--- src/logic/ufl_regs.vh ---
// Register map, field positions, reset values and timing counts of the UART channel.
// Assumes inclusion by bare name from the design files of this block.
`ifndef UFL_REGS_VH
`define UFL_REGS_VH

// Register addresses on the 3-bit host bus.
`define UFL_ADDR_DATA     3'h0
`define UFL_ADDR_DIVHI    3'h1
`define UFL_ADDR_FIFOCTL  3'h2
`define UFL_ADDR_LINECTL  3'h3
`define UFL_ADDR_LINESTAT 3'h5

// fifo_control fields.
`define UFL_FC_EN        0
`define UFL_FC_RXCLR     1
`define UFL_FC_TXCLR     2
`define UFL_FC_DMA       3
`define UFL_FC_TXTRG_LO  4
`define UFL_FC_TXTRG_HI  5
`define UFL_FC_RXTRG_LO  6
`define UFL_FC_RXTRG_HI  7

// line_format_control fields.
`define UFL_LC_WLEN_LO   0
`define UFL_LC_WLEN_HI   1
`define UFL_LC_STOP      2
`define UFL_LC_PAREN     3
`define UFL_LC_EVEN      4
`define UFL_LC_FORCE     5
`define UFL_LC_BREAK     6
`define UFL_LC_DLAB      7

// line_status fields.
`define UFL_LS_DATA      0
`define UFL_LS_OVR       1
`define UFL_LS_PAR       2
`define UFL_LS_FRM       3
`define UFL_LS_BRK       4
`define UFL_LS_THE       5
`define UFL_LS_TEMT      6
`define UFL_LS_ERR       7

// Reset values.
`define UFL_LC_RST       8'h00
`define UFL_DIVLO_RST    8'h01
`define UFL_DIVHI_RST    8'h00

// Oversampling: sixteen ticks per bit, sampled at mid bit.
`define UFL_OVS_LAST     5'h0f
`define UFL_MID_START    4'h7
`define UFL_STOP1_LAST   5'h0f
`define UFL_STOP15_LAST  5'h17
`define UFL_STOP2_LAST   5'h1f

// Trigger levels.
`define UFL_TXTRG_0      7'h08
`define UFL_TXTRG_1      7'h10
`define UFL_TXTRG_2      7'h20
`define UFL_TXTRG_3      7'h38
`define UFL_RXTRG_0      7'h08
`define UFL_RXTRG_1      7'h10
`define UFL_RXTRG_2      7'h38
`define UFL_RXTRG_3      7'h3c

`endif

--- src/logic/ufl_uart.v ---
// One UART channel: host register port, FIFOs, line format and line status.
// Assumes host strobes are one-cycle pulses synchronous to clk and rx is synchronous too.
`timescale 1ns/100ps
`default_nettype none
`include "ufl_regs.vh"

module ufl_uart #(
  parameter DEPTH = 64,
  parameter AW    = 6
) (
  // Clock and reset
  input  wire       clk,
  input  wire       srst,
  // Host register port
  input  wire [2:0] addr,
  input  wire       wr_stb,
  input  wire       rd_stb,
  input  wire [7:0] wr_data,
  output reg  [7:0] rd_data,
  // Enhanced function enable level
  input  wire       enhanced_function_enable,
  // Serial line
  input  wire       rx,
  output reg        tx,
  // Status toward DMA and flow logic
  output wire       dma_mode,
  output wire       fifo_enabled,
  output wire       tx_trigger_hit,
  output wire       rx_trigger_hit
);

  localparam RS_IDLE = 6'h01;
  localparam RS_STRT = 6'h02;
  localparam RS_DATA = 6'h04;
  localparam RS_PAR  = 6'h08;
  localparam RS_STOP = 6'h10;
  localparam RS_BRKW = 6'h20;

  localparam TS_IDLE = 5'h01;
  localparam TS_STRT = 5'h02;
  localparam TS_DATA = 5'h04;
  localparam TS_PAR  = 5'h08;
  localparam TS_STOP = 5'h10;

  // Parity bit to send or expect for a character under the current format.
  function par_bit;
    input [7:0] d;
    input [7:0] lc;
    begin
      if (lc[`UFL_LC_FORCE]) begin
        par_bit = ~lc[`UFL_LC_EVEN];
      end else if (lc[`UFL_LC_EVEN]) begin
        par_bit = ^d;
      end else begin
        par_bit = ~^d;
      end
    end
  endfunction

  // Keeps only the active data bits of a character.
  function [7:0] wmask;
    input [7:0] d;
    input [1:0] wl;
    begin
      wmask = d & (8'hff >> (3'h3 - {1'b0, wl}));
    end
  endfunction

  // ----------------------------------------------------------------
  // Registers
  // ----------------------------------------------------------------
  reg        fen_reg;
  reg        dma_reg;
  reg [1:0]  txtrg_reg;
  reg [1:0]  rxtrg_reg;
  reg [7:0]  lc_reg;
  reg [7:0]  divlo_reg;
  reg [7:0]  divhi_reg;
  reg        ovr_reg;

  wire dlab     = lc_reg[`UFL_LC_DLAB];
  wire wr_data0 = wr_stb && (addr == `UFL_ADDR_DATA) && !dlab;
  wire wr_fc    = wr_stb && (addr == `UFL_ADDR_FIFOCTL);
  wire rd_data0 = rd_stb && (addr == `UFL_ADDR_DATA) && !dlab;
  wire rd_ls    = rd_stb && (addr == `UFL_ADDR_LINESTAT);
  wire rx_clr_w = wr_fc && wr_data[`UFL_FC_RXCLR];
  wire tx_clr_w = wr_fc && wr_data[`UFL_FC_TXCLR];

  assign dma_mode     = dma_reg;
  assign fifo_enabled = fen_reg;

  always @(posedge clk) begin
    if (srst) begin
      fen_reg   <= 1'b0;
      dma_reg   <= 1'b0;
      txtrg_reg <= 2'h0;
      rxtrg_reg <= 2'h0;
      lc_reg    <= `UFL_LC_RST;
      divlo_reg <= `UFL_DIVLO_RST;
      divhi_reg <= `UFL_DIVHI_RST;
    end else if (wr_stb) begin
      case (addr)
        `UFL_ADDR_DATA: begin
          if (dlab) begin
            divlo_reg <= wr_data;
          end
        end
        `UFL_ADDR_DIVHI: begin
          if (dlab) begin
            divhi_reg <= wr_data;
          end
        end
        `UFL_ADDR_FIFOCTL: begin
          fen_reg   <= wr_data[`UFL_FC_EN];
          dma_reg   <= wr_data[`UFL_FC_DMA];
          rxtrg_reg <= wr_data[`UFL_FC_RXTRG_HI:`UFL_FC_RXTRG_LO];
          if (enhanced_function_enable) begin
            txtrg_reg <= wr_data[`UFL_FC_TXTRG_HI:`UFL_FC_TXTRG_LO];
          end
        end
        `UFL_ADDR_LINECTL: begin
          lc_reg <= wr_data;
        end
        default: begin
        end
      endcase
    end
  end

  // ----------------------------------------------------------------
  // Baud tick: one pulse per sixteenth of a bit
  // ----------------------------------------------------------------
  reg  [15:0] bcnt_reg;
  wire [15:0] div_w   = {divhi_reg, divlo_reg};
  wire        tick    = (bcnt_reg == 16'h0000);

  // A divisor of zero behaves as one, so the line never stalls.
  always @(posedge clk) begin
    if (srst || tick) begin
      bcnt_reg <= (div_w == 16'h0000) ? 16'h0000 : div_w - 16'h0001;
    end else begin
      bcnt_reg <= bcnt_reg - 16'h0001;
    end
  end

  // ----------------------------------------------------------------
  // FIFOs
  // ----------------------------------------------------------------
  wire [10:0] rxf_head;
  wire [AW:0] rxf_cnt;
  wire        rxf_full;
  wire        rxf_empty;
  wire [7:0]  txf_head;
  wire [AW:0] txf_cnt;
  wire        txf_full;
  wire        txf_empty;
  reg         rx_push;
  reg  [10:0] rx_word;
  reg         tx_pop;

  // With FIFOs off, every new character restarts the FIFO at entry zero.
  wire rx_over = !fen_reg && rx_push;

  ufl_fifo #(.WIDTH(11), .DEPTH(DEPTH), .AW(AW)) u_rxf (
    .clk   (clk),
    .srst  (srst),
    .clr   (rx_clr_w || rx_over),
    .push  (rx_push),
    .pop   (rd_data0),
    .din   (rx_word),
    .head  (rxf_head),
    .count (rxf_cnt),
    .full  (rxf_full),
    .empty (rxf_empty)
  );

  // The transmit FIFO stays in use with FIFOs off; a write when full is dropped.
  ufl_fifo #(.WIDTH(8), .DEPTH(DEPTH), .AW(AW)) u_txf (
    .clk   (clk),
    .srst  (srst),
    .clr   (tx_clr_w),
    .push  (wr_data0),
    .pop   (tx_pop),
    .din   (wr_data),
    .head  (txf_head),
    .count (txf_cnt),
    .full  (txf_full),
    .empty (txf_empty)
  );

  // ----------------------------------------------------------------
  // Trigger levels
  // ----------------------------------------------------------------
  reg [6:0] txtrg_lvl;
  reg [6:0] rxtrg_lvl;

  always @* begin
    case (txtrg_reg)
      2'h0:    txtrg_lvl = `UFL_TXTRG_0;
      2'h1:    txtrg_lvl = `UFL_TXTRG_1;
      2'h2:    txtrg_lvl = `UFL_TXTRG_2;
      default: txtrg_lvl = `UFL_TXTRG_3;
    endcase
    case (rxtrg_reg)
      2'h0:    rxtrg_lvl = `UFL_RXTRG_0;
      2'h1:    rxtrg_lvl = `UFL_RXTRG_1;
      2'h2:    rxtrg_lvl = `UFL_RXTRG_2;
      default: rxtrg_lvl = `UFL_RXTRG_3;
    endcase
  end

  wire [AW:0] tx_free = DEPTH[AW:0] - txf_cnt;
  assign tx_trigger_hit = (tx_free >= txtrg_lvl);
  assign rx_trigger_hit = (rxf_cnt >= rxtrg_lvl);

  // ----------------------------------------------------------------
  // Receiver
  // ----------------------------------------------------------------
  reg [5:0] rs_reg;
  reg [3:0] rsc_reg;
  reg [2:0] rbit_reg;
  reg [7:0] rsh_reg;
  reg       rpar_reg;
  reg       rbrk_reg;
  wire      rmid = tick && (rsc_reg == `UFL_OVS_LAST);
  wire      rlast = (rbit_reg == {1'b1, lc_reg[1:0]});
  // Shifted bits arrive high-aligned; realign by word length.
  wire [7:0] rx_data_w = wmask(rsh_reg >> (3'h3 - {1'b0, lc_reg[1:0]}),
                               lc_reg[1:0]);

  always @(posedge clk) begin
    if (srst) begin
      rs_reg   <= RS_IDLE;
      rsc_reg  <= 4'h0;
      rbit_reg <= 3'h0;
      rsh_reg  <= 8'h00;
      rpar_reg <= 1'b0;
      rbrk_reg <= 1'b0;
      rx_push  <= 1'b0;
      rx_word  <= 11'h000;
    end else begin
      rx_push <= 1'b0;
      if (tick) begin
        rsc_reg <= rsc_reg + 4'h1;
      end
      case (rs_reg)
        RS_IDLE: begin
          rsc_reg  <= 4'h0;
          rbit_reg <= 3'h0;
          rsh_reg  <= 8'h00;
          if (!rx) begin
            rs_reg <= RS_STRT;
          end
        end
        RS_STRT: begin
          if (tick && rsc_reg == `UFL_MID_START) begin
            rsc_reg <= 4'h0;
            // A start bit gone high by mid bit was noise.
            rs_reg  <= rx ? RS_IDLE : RS_DATA;
          end
        end
        RS_DATA: begin
          if (rmid) begin
            rsh_reg  <= {rx, rsh_reg[7:1]};
            rbit_reg <= rbit_reg + 3'h1;
            if (rlast) begin
              rs_reg <= lc_reg[`UFL_LC_PAREN] ? RS_PAR : RS_STOP;
            end
          end
        end
        RS_PAR: begin
          if (rmid) begin
            rpar_reg <= rx;
            rs_reg   <= RS_STOP;
          end
        end
        RS_STOP: begin
          if (rmid) begin
            rx_push <= 1'b1;
            // Low start, data, parity and stop together mean a break.
            if (!rx && rsh_reg == 8'h00 && !(lc_reg[`UFL_LC_PAREN] && rpar_reg)) begin
              rx_word <= {3'h4, 8'h00};
              rs_reg  <= RS_BRKW;
            end else begin
              rx_word[10]  <= 1'b0;
              rx_word[9]   <= !rx;
              rx_word[8]   <= lc_reg[`UFL_LC_PAREN] &&
                              (rpar_reg != par_bit(rx_data_w, lc_reg));
              rx_word[7:0] <= rx_data_w;
              rs_reg       <= RS_IDLE;
            end
          end
        end
        RS_BRKW: begin
          if (rx) begin
            rs_reg <= RS_IDLE;
          end
        end
        default: rs_reg <= RS_IDLE;
      endcase
    end
  end

  // ----------------------------------------------------------------
  // Overrun and error accounting
  // ----------------------------------------------------------------
  reg [AW:0] errcnt_reg;
  wire       in_err  = |rx_word[10:8];
  wire       hd_err  = |rxf_head[10:8] && !rxf_empty;
  wire       acc_psh = rx_push && (!rxf_full || !fen_reg);
  wire       ovr_set = rx_push && (fen_reg ? rxf_full : !rxf_empty);

  always @(posedge clk) begin
    if (srst) begin
      ovr_reg    <= 1'b0;
      errcnt_reg <= {(AW+1){1'b0}};
    end else begin
      // A new overrun in the cycle of the status read is kept.
      if (ovr_set) begin
        ovr_reg <= 1'b1;
      end else if (rd_ls) begin
        ovr_reg <= 1'b0;
      end
      if (rx_clr_w || rx_over) begin
        errcnt_reg <= {{AW{1'b0}}, rx_push && in_err};
      end else begin
        errcnt_reg <= errcnt_reg + {{AW{1'b0}}, acc_psh && in_err}
                                 - {{AW{1'b0}}, rd_data0 && hd_err};
      end
    end
  end

  // ----------------------------------------------------------------
  // Transmitter
  // ----------------------------------------------------------------
  reg [4:0] ts_reg;
  reg [4:0] tsc_reg;
  reg [2:0] tbit_reg;
  reg [7:0] tsh_reg;
  reg       tpar_reg;
  reg       tline;
  wire      tend  = tick && (tsc_reg == `UFL_OVS_LAST);
  wire      tlast = (tbit_reg == {1'b1, lc_reg[1:0]});
  reg [4:0] stop_last;

  always @* begin
    if (!lc_reg[`UFL_LC_STOP]) begin
      stop_last = `UFL_STOP1_LAST;
    end else if (lc_reg[1:0] == 2'h0) begin
      stop_last = `UFL_STOP15_LAST;
    end else begin
      stop_last = `UFL_STOP2_LAST;
    end
  end

  always @(posedge clk) begin
    if (srst) begin
      ts_reg   <= TS_IDLE;
      tsc_reg  <= 5'h00;
      tbit_reg <= 3'h0;
      tsh_reg  <= 8'h00;
      tpar_reg <= 1'b0;
      tline    <= 1'b1;
      tx_pop   <= 1'b0;
    end else begin
      tx_pop <= 1'b0;
      if (tick) begin
        tsc_reg <= tsc_reg + 5'h01;
      end
      case (ts_reg)
        TS_IDLE: begin
          tline    <= 1'b1;
          tbit_reg <= 3'h0;
          if (!txf_empty && !tx_pop && tick) begin
            tx_pop   <= 1'b1;
            tsh_reg  <= wmask(txf_head, lc_reg[1:0]);
            tpar_reg <= par_bit(wmask(txf_head, lc_reg[1:0]), lc_reg);
            tsc_reg  <= 5'h00;
            tline    <= 1'b0;
            ts_reg   <= TS_STRT;
          end
        end
        TS_STRT: begin
          if (tend) begin
            tsc_reg <= 5'h00;
            tline   <= tsh_reg[0];
            tsh_reg <= tsh_reg >> 1;
            ts_reg  <= TS_DATA;
          end
        end
        TS_DATA: begin
          if (tend) begin
            tsc_reg  <= 5'h00;
            tbit_reg <= tbit_reg + 3'h1;
            if (!tlast) begin
              tline   <= tsh_reg[0];
              tsh_reg <= tsh_reg >> 1;
            end else if (lc_reg[`UFL_LC_PAREN]) begin
              tline  <= tpar_reg;
              ts_reg <= TS_PAR;
            end else begin
              tline  <= 1'b1;
              ts_reg <= TS_STOP;
            end
          end
        end
        TS_PAR: begin
          if (tend) begin
            tsc_reg <= 5'h00;
            tline   <= 1'b1;
            ts_reg  <= TS_STOP;
          end
        end
        TS_STOP: begin
          if (tick && tsc_reg == stop_last) begin
            ts_reg <= TS_IDLE;
          end
        end
        default: ts_reg <= TS_IDLE;
      endcase
    end
  end

  // Break overrides the line but lets the shifter keep running.
  always @(posedge clk) begin
    if (srst) begin
      tx <= 1'b1;
    end else begin
      tx <= tline && !lc_reg[`UFL_LC_BREAK];
    end
  end

  // ----------------------------------------------------------------
  // Read path
  // ----------------------------------------------------------------
  wire [7:0] ls_w;
  assign ls_w[`UFL_LS_DATA] = !rxf_empty;
  assign ls_w[`UFL_LS_OVR]  = ovr_reg;
  assign ls_w[`UFL_LS_PAR]  = rxf_head[8] && !rxf_empty;
  assign ls_w[`UFL_LS_FRM]  = rxf_head[9] && !rxf_empty;
  assign ls_w[`UFL_LS_BRK]  = rxf_head[10] && !rxf_empty;
  assign ls_w[`UFL_LS_THE]  = txf_empty;
  assign ls_w[`UFL_LS_TEMT] = txf_empty && ts_reg[0] && !tx_pop;
  assign ls_w[`UFL_LS_ERR]  = (errcnt_reg != {(AW+1){1'b0}});

  // Status is sampled on the strobe edge, before the pop takes effect; the host never sees a half-updated head.
  always @(posedge clk) begin
    if (srst) begin
      rd_data <= 8'h00;
    end else if (rd_stb) begin
      case (addr)
        `UFL_ADDR_DATA:     rd_data <= dlab ? divlo_reg : rxf_head[7:0];
        `UFL_ADDR_DIVHI:    rd_data <= dlab ? divhi_reg : 8'h00;
        `UFL_ADDR_LINECTL:  rd_data <= lc_reg;
        `UFL_ADDR_LINESTAT: rd_data <= ls_w;
        default:            rd_data <= 8'h00;
      endcase
    end
  end

endmodule

`default_nettype wire

--- src/logic/ufl_fifo.v ---
// Flip-flop FIFO with clear, used for both directions of the channel.
// Assumes one clock and a synchronous active-high reset.
`timescale 1ns/100ps
`default_nettype none

module ufl_fifo #(
  parameter WIDTH = 8,
  parameter DEPTH = 64,
  parameter AW    = 6
) (
  // Clock and reset
  input  wire             clk,
  input  wire             srst,
  // Control
  input  wire             clr,
  input  wire             push,
  input  wire             pop,
  input  wire [WIDTH-1:0] din,
  // State
  output wire [WIDTH-1:0] head,
  output wire [AW:0]      count,
  output wire             full,
  output wire             empty
);

  reg [WIDTH-1:0] mem_reg [0:DEPTH-1];
  reg [AW-1:0]    wp_reg;
  reg [AW-1:0]    rp_reg;
  reg [AW:0]      cnt_reg;

  wire do_push = push && !full;
  wire do_pop  = pop && !empty;

  assign head  = mem_reg[rp_reg];
  assign count = cnt_reg;
  assign full  = (cnt_reg == DEPTH[AW:0]);
  assign empty = (cnt_reg == {(AW+1){1'b0}});

  // A clear with a push in the same cycle leaves just the new word in entry zero.
  always @(posedge clk) begin
    if (srst) begin
      wp_reg  <= {AW{1'b0}};
      rp_reg  <= {AW{1'b0}};
      cnt_reg <= {(AW+1){1'b0}};
    end else if (clr) begin
      rp_reg  <= {AW{1'b0}};
      wp_reg  <= push ? {{(AW-1){1'b0}}, 1'b1} : {AW{1'b0}};
      cnt_reg <= push ? {{AW{1'b0}}, 1'b1} : {(AW+1){1'b0}};
      if (push) begin
        mem_reg[0] <= din;
      end
    end else begin
      if (do_push) begin
        mem_reg[wp_reg] <= din;
        wp_reg          <= wp_reg + 1'b1;
      end
      if (do_pop) begin
        rp_reg <= rp_reg + 1'b1;
      end
      if (do_push && !do_pop) begin
        cnt_reg <= cnt_reg + 1'b1;
      end else if (do_pop && !do_push) begin
        cnt_reg <= cnt_reg - 1'b1;
      end
    end
  end

endmodule

`default_nettype wire

--- config.mk ---
export PLATFORM = sky130hd
export DESIGN_NAME = ufl_uart
export DESIGN_NICKNAME = d
export VERILOG_FILES = /design/src/logic/ufl_uart.v /design/src/logic/ufl_fifo.v
export VERILOG_INCLUDE_DIRS = /design/src /design/src/logic
export SDC_FILE = /design/constraint.sdc
export NUM_CORES = 2
export LEC_CHECK = 0
export ABC_AREA = 0
export ABC_CLOCK_PERIOD_IN_PS = 5200
export BUFFER_PORTS_ARGS = -buffer_cell sky130_fd_sc_hd__buf_4
export CAP_MARGIN = 20
export CORE_MARGIN = 2
export CORE_UTILIZATION = 55
export DETAILED_ROUTE_END_ITERATION = 8
export PLACE_DENSITY = 0.79
export SYNTH_ARGS = -nofsm -noshare
export SYNTH_HDL_FRONTEND = slang
export SYNTH_SLANG_ARGS = --single-unit
--- constraint.sdc ---
create_clock -name clk -period 5.2 [get_ports clk]
set_input_delay 1.04 -clock clk [delete_from_list [all_inputs] [get_ports clk]]
set_output_delay 1.04 -clock clk [all_outputs]
set_load 0.01 [all_outputs]
==> impl_metrics.yaml <==
timing:
  fin_crit_sh: 0.896
  fin_skew_ns: 0.0232
  maxClockFrequency_mhz: 215
  tightest_slew_ns: 1.12
  rsz0062_at_grt: "no"
  setup_violations: 0
  fin_tns_setup_ns: 0
  finalHoldViolations: 0
  maxSlewHeadroom: 0.246
  period_minus_slack_ns: 4.66
  fin_ws_ns: 0.541
  maxSlewViolCount: 0
power_and_ir_drop:
  power.share.switching: 0.212
  sequentialPowerShare: 0.533
  comb_power_share: 0.040
  power_switching_mw: 4.85
  power.density_nw_per_um2: 364
  clkPwrFrac: 0.427
  p_leak_nw: 18.5
  vdd_drop_max_mv: 0.332
  p_int_mw: 18.0
  total_power_mw: 22.9
drt:
  drcViolationCount: 0
  wl_per_cell_microns: 29.1
  drt_pass1_iterations: 5
  routed_wl_microns: 137000
  via_per_inst: 6.52
  drt_iter0_drc: 4262
  vias: 30800
  drt.antenna.violating_nets: 0
logic_synthesis:
  syn_area_sq_um: 55800
  synthCells: 3083
  yosys.area.top_type: "edfxtp_1"
  synth_ff_type: "edfxtp_1"
  avgSynthCellArea_sq_um: 18.1
  synth_edf_count: 1216
  synth_fp_nets: 3144
  yosysUniqueCellTypes: 74
  synth.area.top_cells: "edfxtp_1, mux4_2, dfxtp_1"
  synth-seq-cells: 1387
  ys_seq_area_frac: 0.715
  synth_warnings: 0
  synth_top_area_frac: 0.654
  synth-async-reset-ratio: 0
placement:
  dp.final_hpwl_microns: 83400
  pre_cts_ws_ns: 0.624
  portBuffers: 29
  gp_congestion: 0.931
global_route:
  grt_max_degree: 69
  grt-ovfl-total: 0
  grt_use_total: 0.269
  grt_antenna_before_repair: 2
  first_global_vias: 31000
  grt_pass1_wl_microns: 204000
clock_tree:
  post_cts_buffers: 0
  cts-root-buf: "clkbuf_16"
  cts_resized: 0
  clockBufferDepth: 3
  clk_pin_slew_worst_paths_ns: 0.06
  insertion_delay_ns: 0.76
  ctsHoldBuffers: 0
  h-tree-depth: 4
  cts_sinks: 1387
  cts_tree: "built"
  cts_buffers: 137
floorplan:
  coreArea_sq_um: 100000
  dieArea_sq_um: 104000
  die_y_microns: 323
  ios: 30
  die-width_microns: 323
  initial_utilization: 0.556
  rows: 116
cells_and_area:
  n_fill_cell: 6666
  syn_to_final_growth_pct: 12.4
  largest_reg_flops: 704
  seq_area_sq_um: 40000
  multiInputGateArea_sq_um: 15000
  drive_gt1_frac: 0.235
  nets: 3313
worst_setup_path:
  worstPathRequired_ns: 5.87
  critPathSlowestCell: "mux4_2"
  crit_chain: "buf_12, mux4_2, mux4_2, mux4_2, nor3_1, nor2_1, ha_1, inv_1, ha_1, inv_1, fa_1, inv_1, a21oi_1, o21bai_1, a21oi_1, nor2_1, or3_1, a21oi_1"
  cp.arrival_ns: 5.33
  start_kind: "register"
  crit_type: "register to register"
  endpoint_kind: "register"
  crit_fanout: 41
  slowest_delay_ns: 0.58
worst_hold_path:
  min_from: "lc_reg[6]$_SDFFE_PP0P_"
  worstHoldPathType: "register to register"
status:
  status: "complete, no violations"
flow_run:
  drv_cap: 0
-- stage by stage --
stage,util,instance area (sq um),hold slack [ns],instances
final,0.625,62800,0.485,4719
after detailed placement,0.581,58300,0.475,4468
after floorplan,-,55800,0.432,3083
after CTS,0.624,62700,0.481,4713
after global routing,0.625,62800,0.511,4716
after global placement,0.581,58300,0.460,4467
-- layer usage --
metal | track usage | vias up | wire (microns)
met4 | 0.124 | 2 | 6550
li1 | - | 12600 | -
met3 | 0.0520 | 369 | 12600
met1 | 0.346 | 15800 | 49300
met2 | 0.446 | 1909 | 69000
met5 | 0 | - | 12
-- worst paths after layout --
| path | to | slack [ns] | depth (start not counted) |
|---|---|---|---|
| max | errcnt_reg[6]$_SDFF_PP0_ | 0.54 | 18 |
| min | lc_reg[6]$_SDFFE_PP0P_ | 0.48 | 2 |
| max reg2reg | errcnt_reg[6]$_SDFF_PP0_ | 0.54 | 18 |
| min reg2reg | lc_reg[6]$_SDFFE_PP0P_ | 0.48 | 2 |
-- placed cells by master (no fill, tap or decap), drive strengths merged, types with 28 or more instances in the layout --
master,instances
edfxtp,1216
mux4,354
nor2,302
buf,195
clkbuf,175
dfxtp,171
nand2,117
a21oi,90
mux2i,80
nand3,54
clkinv,52
inv,49
xnor2,47
o21ai,44
xor2,42
ha,41
nor2b,32
o22ai,28
-- worst max-delay path: cells and delay by family, from the launching register on --
family / cells / cell delay (ns)
buffers and inverters: 4 / 0.47
DFF: 1 / 0.40
AOI/OAI and AO/OA: 4 / 0.64
and+or+nand+nor: 4 / 0.68
adders and majority gates: 3 / 0.66
muxes: 3 / 1.68
-- Yosys cell counts, drive strengths merged (18+ instances only) --
| cell | instances |
|---|---|
| o22ai | 28 |
| xnor2 | 47 |
| nor2 | 302 |
| nor3 | 18 |
| mux4 | 354 |
| clkbuf | 99 |
| mux2i | 80 |
| a21oi | 90 |
| dfxtp | 171 |
| inv | 43 |
| nand3 | 54 |
| ha | 41 |
| buf | 66 |
| xor2 | 42 |
| edfxtp | 1216 |
| a22oi | 20 |
| nand2 | 117 |
| o21ai | 44 |
| nor2b | 32 |
-- power groups by stage --
stage | registers [mW] | logic [mW] | clock network (mW)
floorplan | 12.4 | 0.631 | 0
global placement | 12.4 | 0.835 | 0
detailed placement | 12.4 | 0.883 | 0
CTS | 12.2 | 0.892 | 9.86
global route | 12.2 | 0.981 | 10.3
finish | 12.2 | 0.904 | 9.76
-- cell type report --
cell class	instances	area share
diodes	4	0.000159
multi-input cells	1488	0.239
well taps	1357	0.0271
flip-flops and latches	1387	0.637
inverters	43	0.00257
clock inverters	70	0.00971
repair buffers	195	0.0248
clock buffers	175	0.0602
-- logic make-up after synthesis --
logic type	share of synthesized area
simple gates	0.0522
compound gates	0.0311
fa+ha+maj	0.0103
xor+xnor	0.0145
flops	0.715
mux	0.160
buf+inv	0.0168
(Power assumes the default switching activity.)
